==> src/rtl/fbs_consts.svh <==
`ifndef FBS_CONSTS_SVH
`define FBS_CONSTS_SVH

`define FBS_CLOCK_HZ        10000000
`define FBS_TICK_US         1000
`define FBS_TICK_CYCLES     ((`FBS_CLOCK_HZ / 1000000) * `FBS_TICK_US)
`define FBS_GROUP1          2'h1
`define FBS_GROUP2          2'h2
`define FBS_DUPCHK_MSGS     2'h2
`define FBS_DUPCHK_GAP_MS   8'h0A
`define FBS_CTRL_WDOG_MS    8'h64
`define FBS_FLASH_HALF_MS   10'h1F4
`define FBS_CTRL_BITS       4
`define FBS_TIMEOUT_RST     8'h00

`endif

==> src/rtl/fbs_pkg.sv <==
package fbs_pkg;

  typedef enum logic [3:0] {
    MSG_NONE,
    MSG_UNCONN_OPEN_EXPL,
    MSG_UNCONN_OPEN_IO,
    MSG_UNCONN_CLOSE,
    MSG_SET_TIMEOUT,
    MSG_EXPL_READ,
    MSG_POLL,
    MSG_EXPL_RSP,
    MSG_POLL_RSP,
    MSG_DUP_CHECK
  } fbs_msg_t;

  typedef enum logic [1:0] {
    RATE_125K,
    RATE_250K,
    RATE_500K,
    RATE_INVALID
  } fbs_rate_t;

  typedef enum logic [2:0] {
    ST_START,
    ST_BAD_RATE,
    ST_DUPCHK,
    ST_ONLINE,
    ST_FAULT
  } fbs_dev_state_t;

  typedef enum logic [2:0] {
    M_IDLE,
    M_SEND,
    M_WAIT,
    M_READY,
    M_POLL_WAIT
  } fbs_mst_state_t;

endpackage

==> src/rtl/fbs_link_if.sv <==
`timescale 1ns/1ps
interface fbs_link_if;
  import fbs_pkg::*;
  logic             m2d_valid;
  logic [1:0]       m2d_group;
  fbs_msg_t         m2d_kind;
  logic [5:0]       m2d_dest;
  logic [7:0]       m2d_data;
  logic             d2m_valid;
  logic [1:0]       d2m_group;
  fbs_msg_t         d2m_kind;
  logic [5:0]       d2m_src;
  logic [31:0]      d2m_data;

  modport dev (
    input  m2d_valid, m2d_group, m2d_kind, m2d_dest, m2d_data,
    output d2m_valid, d2m_group, d2m_kind, d2m_src, d2m_data
  );
  modport mst (
    output m2d_valid, m2d_group, m2d_kind, m2d_dest, m2d_data,
    input  d2m_valid, d2m_group, d2m_kind, d2m_src, d2m_data
  );
endinterface

==> src/rtl/fbs_slave_node.sv <==
// How it works
// - address from six switches, first is lsb
// - two switches pick 125, 250, 500 kbps
// - integrator keeps every node address unique
// - slave only, group 2 except poll response
// - connections opened only by unconnected request, closed by it or I/O timeout
// - separate I/O port and explicit port
// - I/O polling usable only after timeout armed
// - missed poll drops I/O until reopened
// - watchdog supervises the protocol controller
// - configuration data carried as plain binary
// - all lamps dark while not online and not faulted
// - run lamp steady when online, allocated, no I/O timeout
// - run lamp flashes on recoverable fault
// - error lamp flashes when online, unallocated
// - error lamp steady on unrecoverable fault
// - send address check messages before online
// - one poll response for each poll command while I/O ready
// - master zeroes a control bit between repeats
`timescale 1ns/1ps
`include "fbs_consts.svh"
module fbs_slave_node
  import fbs_pkg::*;
#(
  parameter int TICK_CYCLES = `FBS_TICK_CYCLES
) (
  input  wire logic                      i_clock,
  input  wire logic                      i_rstn,
  input  wire logic [5:0]                i_address_switch,
  input  wire logic                      i_rate_select_switch_a,
  input  wire logic                      i_rate_select_switch_b,
  input  wire logic [31:0]               i_position,
  input  wire logic                      i_ctrl_alive,
  fbs_link_if.dev                        link,
  output logic      [5:0]                o_node_address,
  output fbs_rate_t                      o_bit_rate,
  output logic                           o_online,
  output logic                           o_io_ready,
  output logic      [`FBS_CTRL_BITS-1:0] o_control_bits,
  output logic                           o_control_valid,
  output logic                           o_lamp_ok,
  output logic                           o_lamp_run,
  output logic                           o_lamp_err
);

  fbs_dev_state_t state;
  logic [13:0]    tick_cnt;
  logic           tick;
  logic [7:0]     dup_gap;
  logic [1:0]     dup_sent;
  logic [7:0]     wdog_cnt;
  logic [7:0]     io_cnt;
  logic [7:0]     io_timeout;
  logic [9:0]     flash_cnt;
  logic           flash;
  logic           expl_est;
  logic           io_est;
  logic           io_armed;
  logic           io_timedout;
  logic           allocated;
  logic           req;
  logic           g2;
  logic           io_expire;
  logic           dup_conflict;
  logic           dup_send;

  function automatic fbs_rate_t rate_decode(input logic a, input logic b);
    case ({b, a})
      2'h0:    rate_decode = RATE_125K;
      2'h1:    rate_decode = RATE_250K;
      2'h2:    rate_decode = RATE_500K;
      default: rate_decode = RATE_INVALID;
    endcase
  endfunction

  // one-ms enable shared by every slow timer
  assign tick = (tick_cnt == 14'(TICK_CYCLES - 1));

  always_ff @(posedge i_clock or negedge i_rstn) begin
    if (!i_rstn) begin
      tick_cnt <= 14'h0000;
    end else if (tick) begin
      tick_cnt <= 14'h0000;
    end else begin
      tick_cnt <= tick_cnt + 14'h0001;
    end
  end

  // switches are straps: caught once after reset release
  always_ff @(posedge i_clock or negedge i_rstn) begin
    if (!i_rstn) begin
      o_node_address <= 6'h00;
      o_bit_rate     <= RATE_125K;
    end else if (state == ST_START) begin
      o_node_address <= i_address_switch;
      o_bit_rate     <= rate_decode(i_rate_select_switch_a,
                                    i_rate_select_switch_b);
    end
  end

  assign dup_conflict = link.m2d_valid && link.m2d_kind == MSG_DUP_CHECK &&
                        link.m2d_dest == o_node_address;
  assign dup_send     = state == ST_DUPCHK && tick && dup_gap == 8'h00 &&
                        dup_sent != `FBS_DUPCHK_MSGS;

  always_ff @(posedge i_clock or negedge i_rstn) begin
    if (!i_rstn) begin
      state <= ST_START;
    end else begin
      case (state)
        ST_START: begin
          if (rate_decode(i_rate_select_switch_a,
                          i_rate_select_switch_b) == RATE_INVALID) begin
            state <= ST_BAD_RATE;
          end else begin
            state <= ST_DUPCHK;
          end
        end
        ST_DUPCHK: begin
          if (dup_conflict) begin
            state <= ST_FAULT;
          end else if (tick && dup_gap == 8'h00 &&
                       dup_sent == `FBS_DUPCHK_MSGS) begin
            state <= ST_ONLINE;
          end
        end
        ST_ONLINE: begin
          if (dup_conflict || (tick && wdog_cnt == `FBS_CTRL_WDOG_MS)) begin
            state <= ST_FAULT;
          end
        end
        ST_BAD_RATE: state <= ST_BAD_RATE;
        ST_FAULT:    state <= ST_FAULT;
        default:     state <= ST_START;
      endcase
    end
  end

  always_ff @(posedge i_clock or negedge i_rstn) begin
    if (!i_rstn) begin
      dup_gap  <= `FBS_DUPCHK_GAP_MS;
      dup_sent <= 2'h0;
    end else if (state == ST_DUPCHK && tick) begin
      if (dup_gap == 8'h00) begin
        dup_gap <= `FBS_DUPCHK_GAP_MS;
        if (dup_send) begin
          dup_sent <= dup_sent + 2'h1;
        end
      end else begin
        dup_gap <= dup_gap - 8'h01;
      end
    end
  end

  always_ff @(posedge i_clock or negedge i_rstn) begin
    if (!i_rstn) begin
      wdog_cnt <= 8'h00;
    end else if (i_ctrl_alive || state != ST_ONLINE) begin
      wdog_cnt <= 8'h00;
    end else if (tick) begin
      wdog_cnt <= wdog_cnt + 8'h01;
    end
  end

  // only group 2 requests addressed here
  assign req = link.m2d_valid && state == ST_ONLINE &&
               link.m2d_dest == o_node_address;
  assign g2  = link.m2d_group == `FBS_GROUP2;
  assign io_expire = tick && io_armed && io_cnt >= io_timeout;

  always_ff @(posedge i_clock or negedge i_rstn) begin
    if (!i_rstn) begin
      expl_est    <= 1'b0;
      io_est      <= 1'b0;
      io_armed    <= 1'b0;
      io_timedout <= 1'b0;
      io_timeout  <= `FBS_TIMEOUT_RST;
    end else if (state != ST_ONLINE) begin
      expl_est <= 1'b0;
      io_est   <= 1'b0;
      io_armed <= 1'b0;
    end else if (req && g2 && link.m2d_kind == MSG_UNCONN_OPEN_EXPL) begin
      expl_est <= 1'b1;
    end else if (req && g2 && link.m2d_kind == MSG_UNCONN_OPEN_IO) begin
      io_est      <= 1'b1;
      io_armed    <= 1'b0;
      io_timedout <= 1'b0;
    end else if (req && g2 && link.m2d_kind == MSG_UNCONN_CLOSE) begin
      expl_est <= 1'b0;
      io_est   <= 1'b0;
      io_armed <= 1'b0;
    end else if (req && g2 && link.m2d_kind == MSG_SET_TIMEOUT &&
                 expl_est && io_est && link.m2d_data != 8'h00) begin
      io_timeout <= link.m2d_data;
      io_armed   <= 1'b1;
    end else if (io_expire) begin
      io_est      <= 1'b0;
      io_armed    <= 1'b0;
      io_timedout <= 1'b1;
    end
  end

  assign o_io_ready = io_est && io_armed;
  assign o_online   = state == ST_ONLINE;
  assign allocated  = expl_est || io_est;

  always_ff @(posedge i_clock or negedge i_rstn) begin
    if (!i_rstn) begin
      io_cnt <= 8'h00;
    end else if (!io_armed ||
                 (req && g2 && link.m2d_kind == MSG_POLL)) begin
      io_cnt <= 8'h00;
    end else if (tick) begin
      io_cnt <= io_cnt + 8'h01;
    end
  end

  // two ports: poll answers and explicit answers
  always_ff @(posedge i_clock or negedge i_rstn) begin
    if (!i_rstn) begin
      link.d2m_valid  <= 1'b0;
      link.d2m_group  <= `FBS_GROUP2;
      link.d2m_kind   <= MSG_NONE;
      link.d2m_src    <= 6'h00;
      link.d2m_data   <= 32'h00000000;
      o_control_bits  <= '0;
      o_control_valid <= 1'b0;
    end else begin
      link.d2m_valid  <= 1'b0;
      o_control_valid <= 1'b0;
      link.d2m_src    <= o_node_address;
      if (dup_send) begin
        link.d2m_valid <= 1'b1;
        link.d2m_group <= `FBS_GROUP2;
        link.d2m_kind  <= MSG_DUP_CHECK;
        link.d2m_data  <= 32'h00000000;
      end else if (req && g2 && link.m2d_kind == MSG_POLL &&
                   o_io_ready) begin
        link.d2m_valid  <= 1'b1;
        link.d2m_group  <= `FBS_GROUP1;
        link.d2m_kind   <= MSG_POLL_RSP;
        link.d2m_data   <= i_position;
        o_control_bits  <= link.m2d_data[`FBS_CTRL_BITS-1:0];
        o_control_valid <= 1'b1;
      end else if (req && g2 && (link.m2d_kind == MSG_UNCONN_OPEN_EXPL ||
                   link.m2d_kind == MSG_UNCONN_OPEN_IO ||
                   link.m2d_kind == MSG_UNCONN_CLOSE ||
                   (expl_est && (link.m2d_kind == MSG_SET_TIMEOUT ||
                                 link.m2d_kind == MSG_EXPL_READ)))) begin
        link.d2m_valid <= 1'b1;
        link.d2m_group <= `FBS_GROUP2;
        link.d2m_kind  <= MSG_EXPL_RSP;
        link.d2m_data  <= {16'h0000, io_timeout, 2'(o_bit_rate),
                           o_node_address};
      end
    end
  end

  always_ff @(posedge i_clock or negedge i_rstn) begin
    if (!i_rstn) begin
      flash_cnt <= 10'h000;
      flash     <= 1'b0;
    end else if (tick) begin
      if (flash_cnt == `FBS_FLASH_HALF_MS - 10'h001) begin
        flash_cnt <= 10'h000;
        flash     <= !flash;
      end else begin
        flash_cnt <= flash_cnt + 10'h001;
      end
    end
  end

  // lamps registered so they never glitch
  always_ff @(posedge i_clock or negedge i_rstn) begin
    if (!i_rstn) begin
      o_lamp_ok  <= 1'b0;
      o_lamp_run <= 1'b0;
      o_lamp_err <= 1'b0;
    end else if (state == ST_FAULT) begin
      o_lamp_ok  <= 1'b0;
      o_lamp_run <= 1'b0;
      o_lamp_err <= 1'b1;
    end else if (state != ST_ONLINE) begin
      o_lamp_ok  <= 1'b0;
      o_lamp_run <= 1'b0;
      o_lamp_err <= 1'b0;
    end else begin
      o_lamp_ok  <= 1'b1;
      o_lamp_run <= io_timedout ? flash : allocated;
      o_lamp_err <= !allocated && flash;
    end
  end

endmodule

==> src/flat_wrapper.sv <==
// flat-port wrapper written by rule: the top's interface ports become plain ports
module fbs_slave_node_flat import fbs_pkg::*;
#(
  parameter int TICK_CYCLES = `FBS_TICK_CYCLES
)
  (i_clock, i_rstn, i_address_switch, i_rate_select_switch_a, i_rate_select_switch_b, i_position, i_ctrl_alive, o_node_address, o_bit_rate, o_online, o_io_ready, o_control_bits, o_control_valid, o_lamp_ok, o_lamp_run, o_lamp_err, link_m2d_valid, link_m2d_group, link_m2d_kind, link_m2d_dest, link_m2d_data, link_d2m_valid, link_d2m_group, link_d2m_kind, link_d2m_src, link_d2m_data);
  fbs_link_if link_i ();
  input  wire logic i_clock;
  input  wire logic i_rstn;
  input  wire logic [5:0] i_address_switch;
  input  wire logic i_rate_select_switch_a;
  input  wire logic i_rate_select_switch_b;
  input  wire logic [31:0] i_position;
  input  wire logic i_ctrl_alive;
  output logic      [5:0] o_node_address;
  output fbs_rate_t o_bit_rate;
  output logic o_online;
  output logic o_io_ready;
  output logic      [`FBS_CTRL_BITS-1:0] o_control_bits;
  output logic o_control_valid;
  output logic o_lamp_ok;
  output logic o_lamp_run;
  output logic o_lamp_err;
  input wire logic [$bits(link_i.m2d_valid)-1:0] link_m2d_valid;
  input wire logic [$bits(link_i.m2d_group)-1:0] link_m2d_group;
  input wire logic [$bits(link_i.m2d_kind)-1:0] link_m2d_kind;
  input wire logic [$bits(link_i.m2d_dest)-1:0] link_m2d_dest;
  input wire logic [$bits(link_i.m2d_data)-1:0] link_m2d_data;
  output wire logic [$bits(link_i.d2m_valid)-1:0] link_d2m_valid;
  output wire logic [$bits(link_i.d2m_group)-1:0] link_d2m_group;
  output wire logic [$bits(link_i.d2m_kind)-1:0] link_d2m_kind;
  output wire logic [$bits(link_i.d2m_src)-1:0] link_d2m_src;
  output wire logic [$bits(link_i.d2m_data)-1:0] link_d2m_data;
  assign link_i.m2d_valid = link_m2d_valid;
  assign link_i.m2d_group = link_m2d_group;
  assign link_i.m2d_kind = link_m2d_kind;
  assign link_i.m2d_dest = link_m2d_dest;
  assign link_i.m2d_data = link_m2d_data;
  assign link_d2m_valid = link_i.d2m_valid;
  assign link_d2m_group = link_i.d2m_group;
  assign link_d2m_kind = link_i.d2m_kind;
  assign link_d2m_src = link_i.d2m_src;
  assign link_d2m_data = link_i.d2m_data;
  fbs_slave_node #(.TICK_CYCLES(TICK_CYCLES)) u_core (.i_clock(i_clock), .i_rstn(i_rstn), .i_address_switch(i_address_switch), .i_rate_select_switch_a(i_rate_select_switch_a), .i_rate_select_switch_b(i_rate_select_switch_b), .i_position(i_position), .i_ctrl_alive(i_ctrl_alive), .link(link_i), .o_node_address(o_node_address), .o_bit_rate(o_bit_rate), .o_online(o_online), .o_io_ready(o_io_ready), .o_control_bits(o_control_bits), .o_control_valid(o_control_valid), .o_lamp_ok(o_lamp_ok), .o_lamp_run(o_lamp_run), .o_lamp_err(o_lamp_err));
endmodule
==> config.mk <==
export PLATFORM = sky130hd
export DESIGN_NAME = fbs_slave_node_flat
export DESIGN_NICKNAME = d
export VERILOG_FILES = /design/src/rtl/fbs_pkg.sv /design/src/rtl/fbs_link_if.sv /design/src/rtl/fbs_slave_node.sv /design/src/flat_wrapper.sv
export VERILOG_INCLUDE_DIRS = /design/src /design/src/rtl
export SDC_FILE = /design/constraint.sdc
export NUM_CORES = 1
export LEC_CHECK = 0
export ABC_AREA = 0
export BUFFER_PORTS_ARGS = -buffer_cell sky130_fd_sc_hd__buf_2
export CAP_MARGIN = 20
export CORE_UTILIZATION = 40
export DETAILED_ROUTE_END_ITERATION = 12
export PLACE_DENSITY = 0.6
export SLEW_MARGIN = 5
export SYNTH_ARGS = -nofsm -noshare
export SYNTH_HDL_FRONTEND = slang
export SYNTH_SLANG_ARGS = --single-unit
==> constraint.sdc <==
create_clock -name i_clock -period 2.84 [get_ports i_clock]
set_clock_uncertainty 0.1 [all_clocks]
set_input_delay 0.142 -clock i_clock [delete_from_list [all_inputs] [get_ports i_clock]]
set_output_delay 0.142 -clock i_clock [all_outputs]
set_load 0.005 [all_outputs]
Word-level counts from Yosys, hierarchy flattened
Cells that the tools add are included.

storage, ports and cells
  bits in registers = 127
  input bits = 64
  output and inout bits = 63
  word-level logic and storage cells = 177

operators by class
  add/subtract/negate cells = 6
  $lt $le $gt $ge = 1
  equality and inequality tests = 29
  multiplexer cells = 54
  bitwise logic cells = 5
  reduce and logical (&&, ||, !) cells = 57

operators by type and width
  kind                     count
  $mux W32                 3
  $mux W8                  5
  $mux W1                  31
  $logic_and A1 B1 Y1      26
  $add A8 B1 Y8 const B    2
  $pmux W3 S5              1
  $add A14 B1 Y14 const B  1
  $eq A14 B14 Y1 const B   1
  $mux W14                 1
  $eq A4 B3 Y1 const B     3
  $mux W4                  3
  $add A10 B1 Y10 const B  1
  $eq A10 B9 Y1 const B    1
  $mux W10                 1
  $mux W2                  5
  $reduce_and A2 Y1        5
  $reduce_and A5 Y1        2
  $mux W3                  3
  $ne A3 B2 Y1 const B     3
  $eq A2 B2 Y1 const B     4
  $eq A4 B2 Y1 const B     2
  $eq A8 B7 Y1 const B     1
  $ge A8 B8 Y1             1
  $logic_not A8 Y1         1
  other kinds (24)         45

Logic depth before layout (Yosys ltp)
Gate-level depths: netlist of the first run.

  depth after elaboration = 13
  gate-level depth with buffers = 9
  mapped depth without buffers = 8

Worst setup path after synthesis of the first run
Ideal clock, no wire load.

  path kind = reg-to-reg
  start = register u_core.tick_cnt[0]
  end = register u_core.dup_gap[7]
  setup time = 0.125 ns
  data arrival time = 2.218 ns
  required time = 2.615 ns
  path slack = 0.397 ns
  stages on the path, launching flop included = 9
  buffers on the path = 1
  period minus slack after synthesis = 2.443 ns
  path through = dfrtp_1 > ha_1 > nand3_1 > and4b_1 > buf_2 > nand3_1 > or4_1 > nor3_1 > mux2_2

between the ends
  longest elaborated chain between the ends = 2

ends and longest elaborated chain
  element                   RTL line               source
  start: declaration        fbs_slave_node.sv:47   logic [13:0] tick_cnt;
  start signal: assignment  fbs_slave_node.sv:85   tick_cnt <= tick_cnt + 14'h0001;
  $eq A14 B14 Y1            fbs_slave_node.sv:77   assign tick = (tick_cnt == 14'(TICK_CYCLES - 1));
  $logic_and A1 B1 Y1       fbs_slave_node.sv:143  end else if (state == ST_DUPCHK && tick) begin
  end signal: assignment    fbs_slave_node.sv:141  dup_gap <= `FBS_DUPCHK_GAP_MS;
  end signal: assignment    fbs_slave_node.sv:145  dup_gap <= `FBS_DUPCHK_GAP_MS;
  end signal: assignment    fbs_slave_node.sv:150  dup_gap <= dup_gap - 8'h01;
  end: declaration          fbs_slave_node.sv:49   logic [7:0] dup_gap;

No other way between the ends.
A chain may end at the register's enable or synchronous reset.

Worst setup path after layout of the first run
  start = register u_core.tick_cnt[6]
  end = register u_core.link.d2m_data[28]

between the ends
  longest elaborated chain between the ends = 5
  elaborated cells on any way between the ends = 6
  those cells by class = 1 x eq/ne; 1 x mux; 4 x reduce/logical

ends and longest elaborated chain
  element                                                          RTL line               source
  $eq A14 B14 Y1 (*)                                               fbs_slave_node.sv:77
  $logic_and A1 B1 Y1 (*) (2 in a row)                             fbs_slave_node.sv:103  assign dup_send = state == ST_DUPCHK && tick && dup_gap == 8'h00 &&
  $logic_and A1 B1 Y1 (no line) (*)                                --
  $reduce_bool A3 Y1 (no line) / $mux W32 (equally long branches)  --
  end signal: assignment                                           fbs_slave_node.sv:242  link.d2m_data <= i_position;
  end signal: assignment                                           fbs_slave_node.sv:253  link.d2m_data <= {16'h0000, io_timeout, 2'(o_bit_rate),
  end: declaration                                                 fbs_link_if.sv:17      output d2m_valid, d2m_group, d2m_kind, d2m_src, d2m_data

Mark *: on every way between the ends. The rest lies on a longest branch, timed or not.

==> impl_metrics.py, run 1 <==
metrics = {
    "run_status": {
        "status": "finished clean",
    },
    "floorplanning": {
        "dieWidth_microns": 124,
        "dieHeight_microns": 124,
        "floorplan.initialDensity_pct": 40.9,
        "die_area_sq_mm": 0.0154,
        "fp.coreArea_sq_mm": 0.0145,
        "std_cell_rows": 44,
        "pin_count": 127,
    },
    "yosys": {
        "synthCells": 558,
        "yosysUniqueCellTypes": 53,
        "netlist_area_sq_mm": 0.00595,
        "synth-seq-area-share_pct": 53.1,
        "yosys.area.top_type": "dfrtp_1",
        "synth_area_per_cell_sq_um": 10.7,
        "syn-num-nets": 637,
        "synth_seq_cells": 126,
        "ys.flop_type": "dfrtp_1",
        "synth_edf_count": 0,
        "synth_area_leaders": "dfrtp_1, ha_1, mux2i_1, mux2_2, nand2_1",
        "yosys.area.top_type_share_pct": 51.7,
        "async_flop_share_pct": 100,
        "yosysWarnings": 0,
    },
    "worst_setup_path": {
        "crit_chain": "or4b_4, nor4_4, nand3_4, nor3_4, nor2_4, a22o_2",
        "r2r_end": "u_core.link.d2m_data[28]$_DFFE_PN0P_",
        "reg2reg_depth": 6,
        "critPathBufInv": 0,
        "worstPathArrival_ns": 2.85,
        "endpoint_kind": "flip-flop",
        "path_max_fanout": 34,
        "cp.required_ns": 3.04,
        "crit_path_top_delay_cell": "or4b_4",
        "crit_family": "simple AND/OR/NAND/NOR gates",
        "cpPeakStageDelay_ns": 0.57,
        "rr_startpoint": "u_core.tick_cnt[6]$_DFF_PN0_",
        "worstSetupPathType": "flip-flop to flip-flop",
        "worst_setup_path_start_kind": "flip-flop",
        "reg2reg_slack_ns": 0.19,
    },
    "timing": {
        "hold_viol": 0,
        "setup_violations": 0,
        "fmaxAchievable_ghz": 0.377,
        "post-route-period-util_pct": 93.3,
        "fin_setup_tns_ns": 0,
        "fin_crit_ns": 2.65,
        "tightest_slew_ns": 0.984,
        "setup_slack_ns": 0.191,
        "slew_headroom_pct": 34.2,
        "rsz0062_at_grt": "no",
        "slew_violations": 0,
    },
    "detailed_routing": {
        "drtIter0Drc": 222,
        "drt_pass1_iterations": 4,
        "wl_per_cell_microns": 15.2,
        "drt_wl_total_mm": 14.4,
        "drc": 0,
        "drtAntennaViolNets": 0,
        "vias": 4854,
        "vias_per_cell": 5.13,
    },
    "grt": {
        "track_usage_pct": 19.9,
        "grt_max_degree": 79,
        "grt_pass1_wl_mm": 23.3,
        "antenna_found_initial": 0,
        "first_global_vias": 4914,
        "overflow": 0,
    },
    "layout": {
        "fillCellCount": 1236,
        "stdcell_area_sq_mm": 0.00802,
        "antennaDiodeCount": 0,
        "final_nets": 829,
        "final_util_pct": 55.2,
        "final_cells": 947,
        "area_growth_pct": 34.9,
        "final_layout_size_suffix_gt1_share_pct": 26.9,
    },
    "placement": {
        "dp_slack_ns": 0.183,
        "placed_cell_area_sq_mm": 0.00683,
        "post-place-cells": 865,
        "dp_hpwl_mm": 9.79,
        "gp_congestion": 0.849,
        "port_buffers": 126,
    },
    "clock_tree": {
        "cts_max_path_buffers": 2,
        "cts_htree_levels": 4,
        "cts_resized": 0,
        "cts_tree": "built",
        "cts_root_buf": "clkbuf_16",
        "cts-buffers-inserted": 17,
        "cts_sinks": 126,
        "clk_pin_slew_ns": 0.06,
        "clkLatencyLatePin_ns": 0.41,
    },
    "power_and_ir_drop": {
        "cellPowerDensity_mw_per_mm2": 657,
        "p_leak_nw": 4.03,
        "vdd_drop_max_mv": 0.370,
    },
    "run": {
        "drv_cap": 0,
    },
    "worst_hold_path": {
        "hp-class": "input port to asynchronous set/reset pin",
    },
}
-- layer usage --
layer	vias up	track usage, %	wire length, microns
li1	2337	-	-
met1	2377	24.8	6610
met2	122	33.2	6890
met3	18	5.08	682
met4	0	6.99	238
met5	-	0	0
-- synthesized netlist by cell type, drive strengths merged, types with 2 or more instances --
cell and number:
dfrtp 123, a32oi 2, and4 4, a21o 4, nor4b 3, a22o 18
nor2 40, nand4b 2, and2 3, nor4 6, nor4bb 3, nor3 21
nand4 7, nor2b 7, xor2 18, nand3 21, or4b 2, o31ai 3
clkbuf 8, buf 12, inv 39, nand2 45, dfstp 3, xnor2 19
nor3b 11, ha 15, o21ai 23, nand3b 3, and3 8, o211ai 2
nand2b 5, mux2i 17, mux2 15, a21oi 30, a31oi 7
-- worst reg2reg max path, stage by stage (launching register included) --
cell and delay, ns:
dfrtp_1 0.44, or4b_4 0.57, nor4_4 0.42, nand3_4 0.17, nor3_4 0.29, nor2_4 0.25, a22o_2 0.29
-- stage by stage --
step                      hold WS [ns]  power (mW)
after floorplan                 -0.254        2.42
after global placement           0.254        2.77
after detailed placement         0.269        2.78
after CTS                       0.0755        5.32
after global routing            0.0930        5.49
final                           0.0784        5.27
-- area by class of cell --
| cell class | count | area (sq um) | share of cell area [%] |
|---|---|---|---|
| clock buffers | 21 | 460 | 5.74 |
| flip-flops and latches | 126 | 3160 | 39.4 |
| clock inverters | 11 | 211 | 2.64 |
| multi-input cells | 373 | 2540 | 31.6 |
| well taps | 184 | 230 | 2.87 |
| inverters | 39 | 146 | 1.82 |
| repair buffers | 193 | 1280 | 15.9 |
-- report_power, final --
| part | total, mW | switching [mW] | leakage, nW | internal, mW |
|---|---|---|---|---|
| registers | 2.05 | 0.115 | 1.58 | 1.93 |
| clock network | 2.46 | 0.775 | 0.327 | 1.69 |
| logic | 0.758 | 0.356 | 2.13 | 0.402 |
| total | 5.27 | 1.25 | 4.03 | 4.02 |
-- cell usage in the layout, fill, tap and decap left out, types with 3 or more instances in the layout --
| master | synthesis | layout |
|---|---|---|
| a21o_1 | 4 | 4 |
| a21oi_1 | 30 | 30 |
| a22o_1 | 14 | 14 |
| a22o_2 | 4 | 4 |
| a31oi_1 | 7 | 7 |
| and2_1 | 3 | 3 |
| and3_1 | 8 | 8 |
| and4_1 | 4 | 4 |
| buf_2 | 5 | 125 |
| buf_4 | 4 | 18 |
| bufinv_16 | 0 | 6 |
| clkbuf_16 | 0 | 17 |
| clkinv_2 | 0 | 3 |
| dfrtp_1 | 123 | 123 |
| dfstp_2 | 3 | 3 |
| dlygate4sd3_1 | 0 | 49 |
| ha_1 | 15 | 15 |
| inv_1 | 39 | 39 |
| mux2_2 | 15 | 15 |
| mux2i_1 | 17 | 17 |
| nand2_1 | 45 | 45 |
| nand2b_1 | 5 | 5 |
| nand3_1 | 20 | 20 |
| nand3b_1 | 3 | 3 |
| nand4_1 | 7 | 7 |
| nor2_1 | 39 | 39 |
| nor2b_1 | 7 | 7 |
| nor3_1 | 18 | 18 |
| nor3b_1 | 11 | 11 |
| nor4_1 | 5 | 4 |
| nor4b_1 | 3 | 3 |
| nor4bb_1 | 3 | 3 |
| o21ai_0 | 23 | 23 |
| o31ai_1 | 3 | 3 |
| xnor2_1 | 19 | 19 |
| xor2_1 | 18 | 18 |
-- repair_timing --
action,in CTS,in global routing
buffers inserted,0,0
hold buffers,49,0
endpoints found under the hold margin,125,0
-- worst max path at each step --
| stage | start | to | slack, ns | cells past startpoint |
|---|---|---|---|---|
| 2_1_floorplan | u_core.tick_cnt[0]$_DFF_PN0_ | u_core.dup_gap[7]$_DFFE_PN0P_ | 0.40 | 8 |
| 3_3_place_gp | u_core.tick_cnt[6]$_DFF_PN0_ | u_core.link.d2m_data[28]$_DFFE_PN0P_ | 0.26 | 6 |
| 3_5_place_dp | u_core.tick_cnt[6]$_DFF_PN0_ | u_core.link.d2m_data[30]$_DFFE_PN0P_ | 0.18 | 6 |
| 4_1_cts | u_core.tick_cnt[6]$_DFF_PN0_ | u_core.link.d2m_data[27]$_DFFE_PN0P_ | 0.19 | 6 |
| 5_1_grt | u_core.tick_cnt[6]$_DFF_PN0_ | u_core.link.d2m_data[27]$_DFFE_PN0P_ | 0.06 | 6 |
| 6_report | u_core.tick_cnt[6]$_DFF_PN0_ | u_core.link.d2m_data[28]$_DFFE_PN0P_ | 0.19 | 6 |
-- sequential cells by signal (all words and copies together), names as in the netlist, 3 cells and up --
register               count
u_core.dup_gap             8
u_core.flash_cnt          10
u_core.io_cnt              8
u_core.io_timeout          8
u_core.link.d2m_data      32
u_core.link.d2m_kind       3
u_core.link.d2m_src        6
u_core.o_control_bits      4
u_core.o_node_address      6
u_core.state               3
u_core.tick_cnt           14
u_core.wdog_cnt            8
-- cell families after synthesis --
logic type / synth area share, %
AOI/OAI and AO/OA: 10.2
xor gates and xnor gates: 5.45
adders and majority gates: 3.16
buffers and inverters: 4.46
DFF: 53.1
muxes: 5.70
and+or+nand+nor: 17.9
Power figures use the tool's default switching activity.
==> run 2, diff against run 1 <==
- CTS_BUF_LIST: not set -> sky130_fd_sc_hd__clkbuf_4 sky130_fd_sc_hd__clkbuf_8 sky130_fd_sc_hd__clkbuf_16
- CTS_CLUSTER_DIAMETER: not set -> 120
- MAX_ROUTING_LAYER: not set -> met4
==> run 2 against run 1 <==
  * Non-clock buffer count is the same
  * Fmax shrank 0.82%
  * Cell area is the same
  * Clock power is essentially flat
  * Largest power group unchanged
  * Critical path type unchanged
  * Sequential power is essentially flat
  * Final cell count is the same
  * Largest cell class unchanged
  * Setup slack lost 0.022 ns
  * First-iteration DRC count grew 14%
==> impl_metrics.py, run 2 (same netlist as run 1, synthesis figures left out) <==
metrics = {
    "floorplanning": {
        "floorplan.initialDensity_pct": 40.9,
        "die_area_sq_mm": 0.0154,
        "std_cell_rows": 44,
        "pin_count": 127,
        "fp.coreArea_sq_mm": 0.0145,
        "dieWidth_microns": 124,
        "dieHeight_microns": 124,
    },
    "worst_setup_path": {
        "crit_chain": "or4b_4, nor4_4, nand3_4, nor3_4, nor2_4, a22o_2",
        "cp.required_ns": 3.03,
        "critPathBufInv": 0,
        "cpPeakStageDelay_ns": 0.57,
        "crit_family": "simple AND/OR/NAND/NOR gates",
        "path_max_fanout": 34,
        "worstPathArrival_ns": 2.86,
        "worst_setup_path_start_kind": "flip-flop",
        "worstSetupPathType": "flip-flop to flip-flop",
        "endpoint_kind": "flip-flop",
        "crit_path_top_delay_cell": "or4b_4",
    },
    "grt": {
        "grt_pass1_wl_mm": 23.3,
        "antenna_found_initial": 0,
        "track_usage_pct": 20.4,
        "overflow": 0,
        "grt_max_degree": 79,
        "first_global_vias": 4907,
    },
    "detailed_routing": {
        "drc": 0,
        "vias": 4824,
        "drt_wl_total_mm": 14.5,
        "drt_pass1_iterations": 4,
        "drtAntennaViolNets": 0,
        "wl_per_cell_microns": 15.3,
        "drtIter0Drc": 253,
        "vias_per_cell": 5.09,
    },
    "clock_tree": {
        "cts_resized": 0,
        "clkLatencyLatePin_ns": 0.41,
        "cts_max_path_buffers": 2,
        "cts_root_buf": "clkbuf_16",
        "cts_sinks": 126,
        "cts_htree_levels": 4,
        "cts_tree": "built",
        "cts-buffers-inserted": 17,
        "clk_pin_slew_ns": 0.05,
    },
    "layout": {
        "antennaDiodeCount": 0,
        "area_growth_pct": 34.9,
        "mostFrequentLayoutCell": "buf_2",
        "largest_reg_flops": 32,
        "fillCellCount": 1237,
        "top_register": "u_core.link.d2m_data",
        "final_layout_size_suffix_gt1_share_pct": 27.1,
        "top_regs": "u_core.link.d2m_data: 32 flops, u_core.tick_cnt: 14 flops, u_core.flash_cnt: 10 flops",
        "final_nets": 829,
        "final_cell_mix": "buf_2, dfrtp_1, dlygate4sd3_1",
    },
    "worst_hold_path": {
        "hp-class": "input port to flip-flop",
    },
    "timing": {
        "hold_viol": 0,
        "fmaxAchievable_ghz": 0.374,
        "slew_violations": 0,
        "rsz0062_at_grt": "no",
        "tightest_slew_ns": 0.978,
        "slew_headroom_pct": 34.6,
        "post-route-period-util_pct": 94.1,
        "setup_violations": 0,
        "fin_setup_tns_ns": 0,
        "fin_crit_ns": 2.67,
    },
    "run": {
        "drv_cap": 0,
    },
    "placement": {
        "dp_hpwl_mm": 9.79,
        "port_buffers": 126,
        "gp_congestion": 0.863,
    },
    "power_and_ir_drop": {
        "p_leak_nw": 4.04,
        "vdd_drop_max_mv": 0.370,
        "cellPowerDensity_mw_per_mm2": 659,
        "report.power.total_mw": 5.28,
    },
    "run_status": {
        "status": "finished clean",
    },
}
## run 2: cell counts in the layout (fill, tap and decap cells not counted)
Identical to the previous run, type by type.
## run 2: worst paths after layout
kind                                                      startpoint                                    to  depth (start not counted)  slack (ns)
worst min-delay path                                    i_ctrl_alive        u_core.wdog_cnt[1]$_DFFE_PN0P_                          3        0.09
worst max-delay path                    u_core.tick_cnt[6]$_DFF_PN0_  u_core.link.d2m_data[28]$_DFFE_PN0P_                          6        0.17
worst min register to register  u_core.o_node_address[3]$_DFFE_PN0N_      u_core.link.d2m_src[3]$_DFF_PN0_                          0        0.38
max in group asynchronous                                     i_rstn  u_core.link.d2m_group[1]$_DFFE_PN1P_                          3        1.87
min in group asynchronous                                     i_rstn  u_core.link.d2m_data[13]$_DFFE_PN0P_                          2        0.13
worst max register to register          u_core.tick_cnt[6]$_DFF_PN0_  u_core.link.d2m_data[28]$_DFFE_PN0P_                          6        0.17
## run 2: repair_timing
item | in CTS | in global routing
hold endpoints to repair | 125 | 0
hold buffers | 49 | 0
buffers inserted | 0 | 0
## run 2: cell type report
cell class	count	area, sq um	area share, %
timing repair buffer	193	1270	15.8
inverter	39	146	1.82
clock inverter	11	211	2.64
clock buffer	21	468	5.83
multi-input combinational	373	2540	31.6
tap	184	230	2.87
sequential	126	3160	39.4
## run 2: where the power goes
group          leakage, nW  internal, mW  total (mW)  switching, mW
clock                0.334          1.71        2.48          0.774
sequential            1.58          1.93        2.05          0.115
combinational         2.12         0.401       0.757          0.355
## run 2: worst min-delay path: cells and delay by family
kind | cells | cell delay (ns)
and+or+nand+nor | 1 | 0.27
buffers and inverters | 1 | 0.07
AOI/OAI and AO/OA | 1 | 0.07
## run 2: stage by stage
stage / hold WS, ns / cells / cell area (sq um) / utilization (%) / setup slack [ns]
2_1_floorplan: -0.254 / 558 / 5950 / - / 0.397
3_3_place_gp: 0.254 / 865 / 6830 / 47.0 / 0.261
3_5_place_dp: 0.269 / 865 / 6830 / 47.0 / 0.183
4_1_cts: 0.0762 / 946 / 8000 / 55.1 / 0.189
5_1_grt: 0.0934 / 947 / 8020 / 55.2 / 0.0644
6_report: 0.0876 / 947 / 8020 / 55.2 / 0.169
## run 2: routing by layer
layer / global-route usage, % / vias to the layer above / part of all wire [%]
li1: - / 2336 / -
met1: 24.8 / 2362 / 46
met2: 33.3 / 110 / 48
met3: 5.04 / 16 / 4.5
met4: 6.99 / 0 / 1.6
met5: - / - / 0
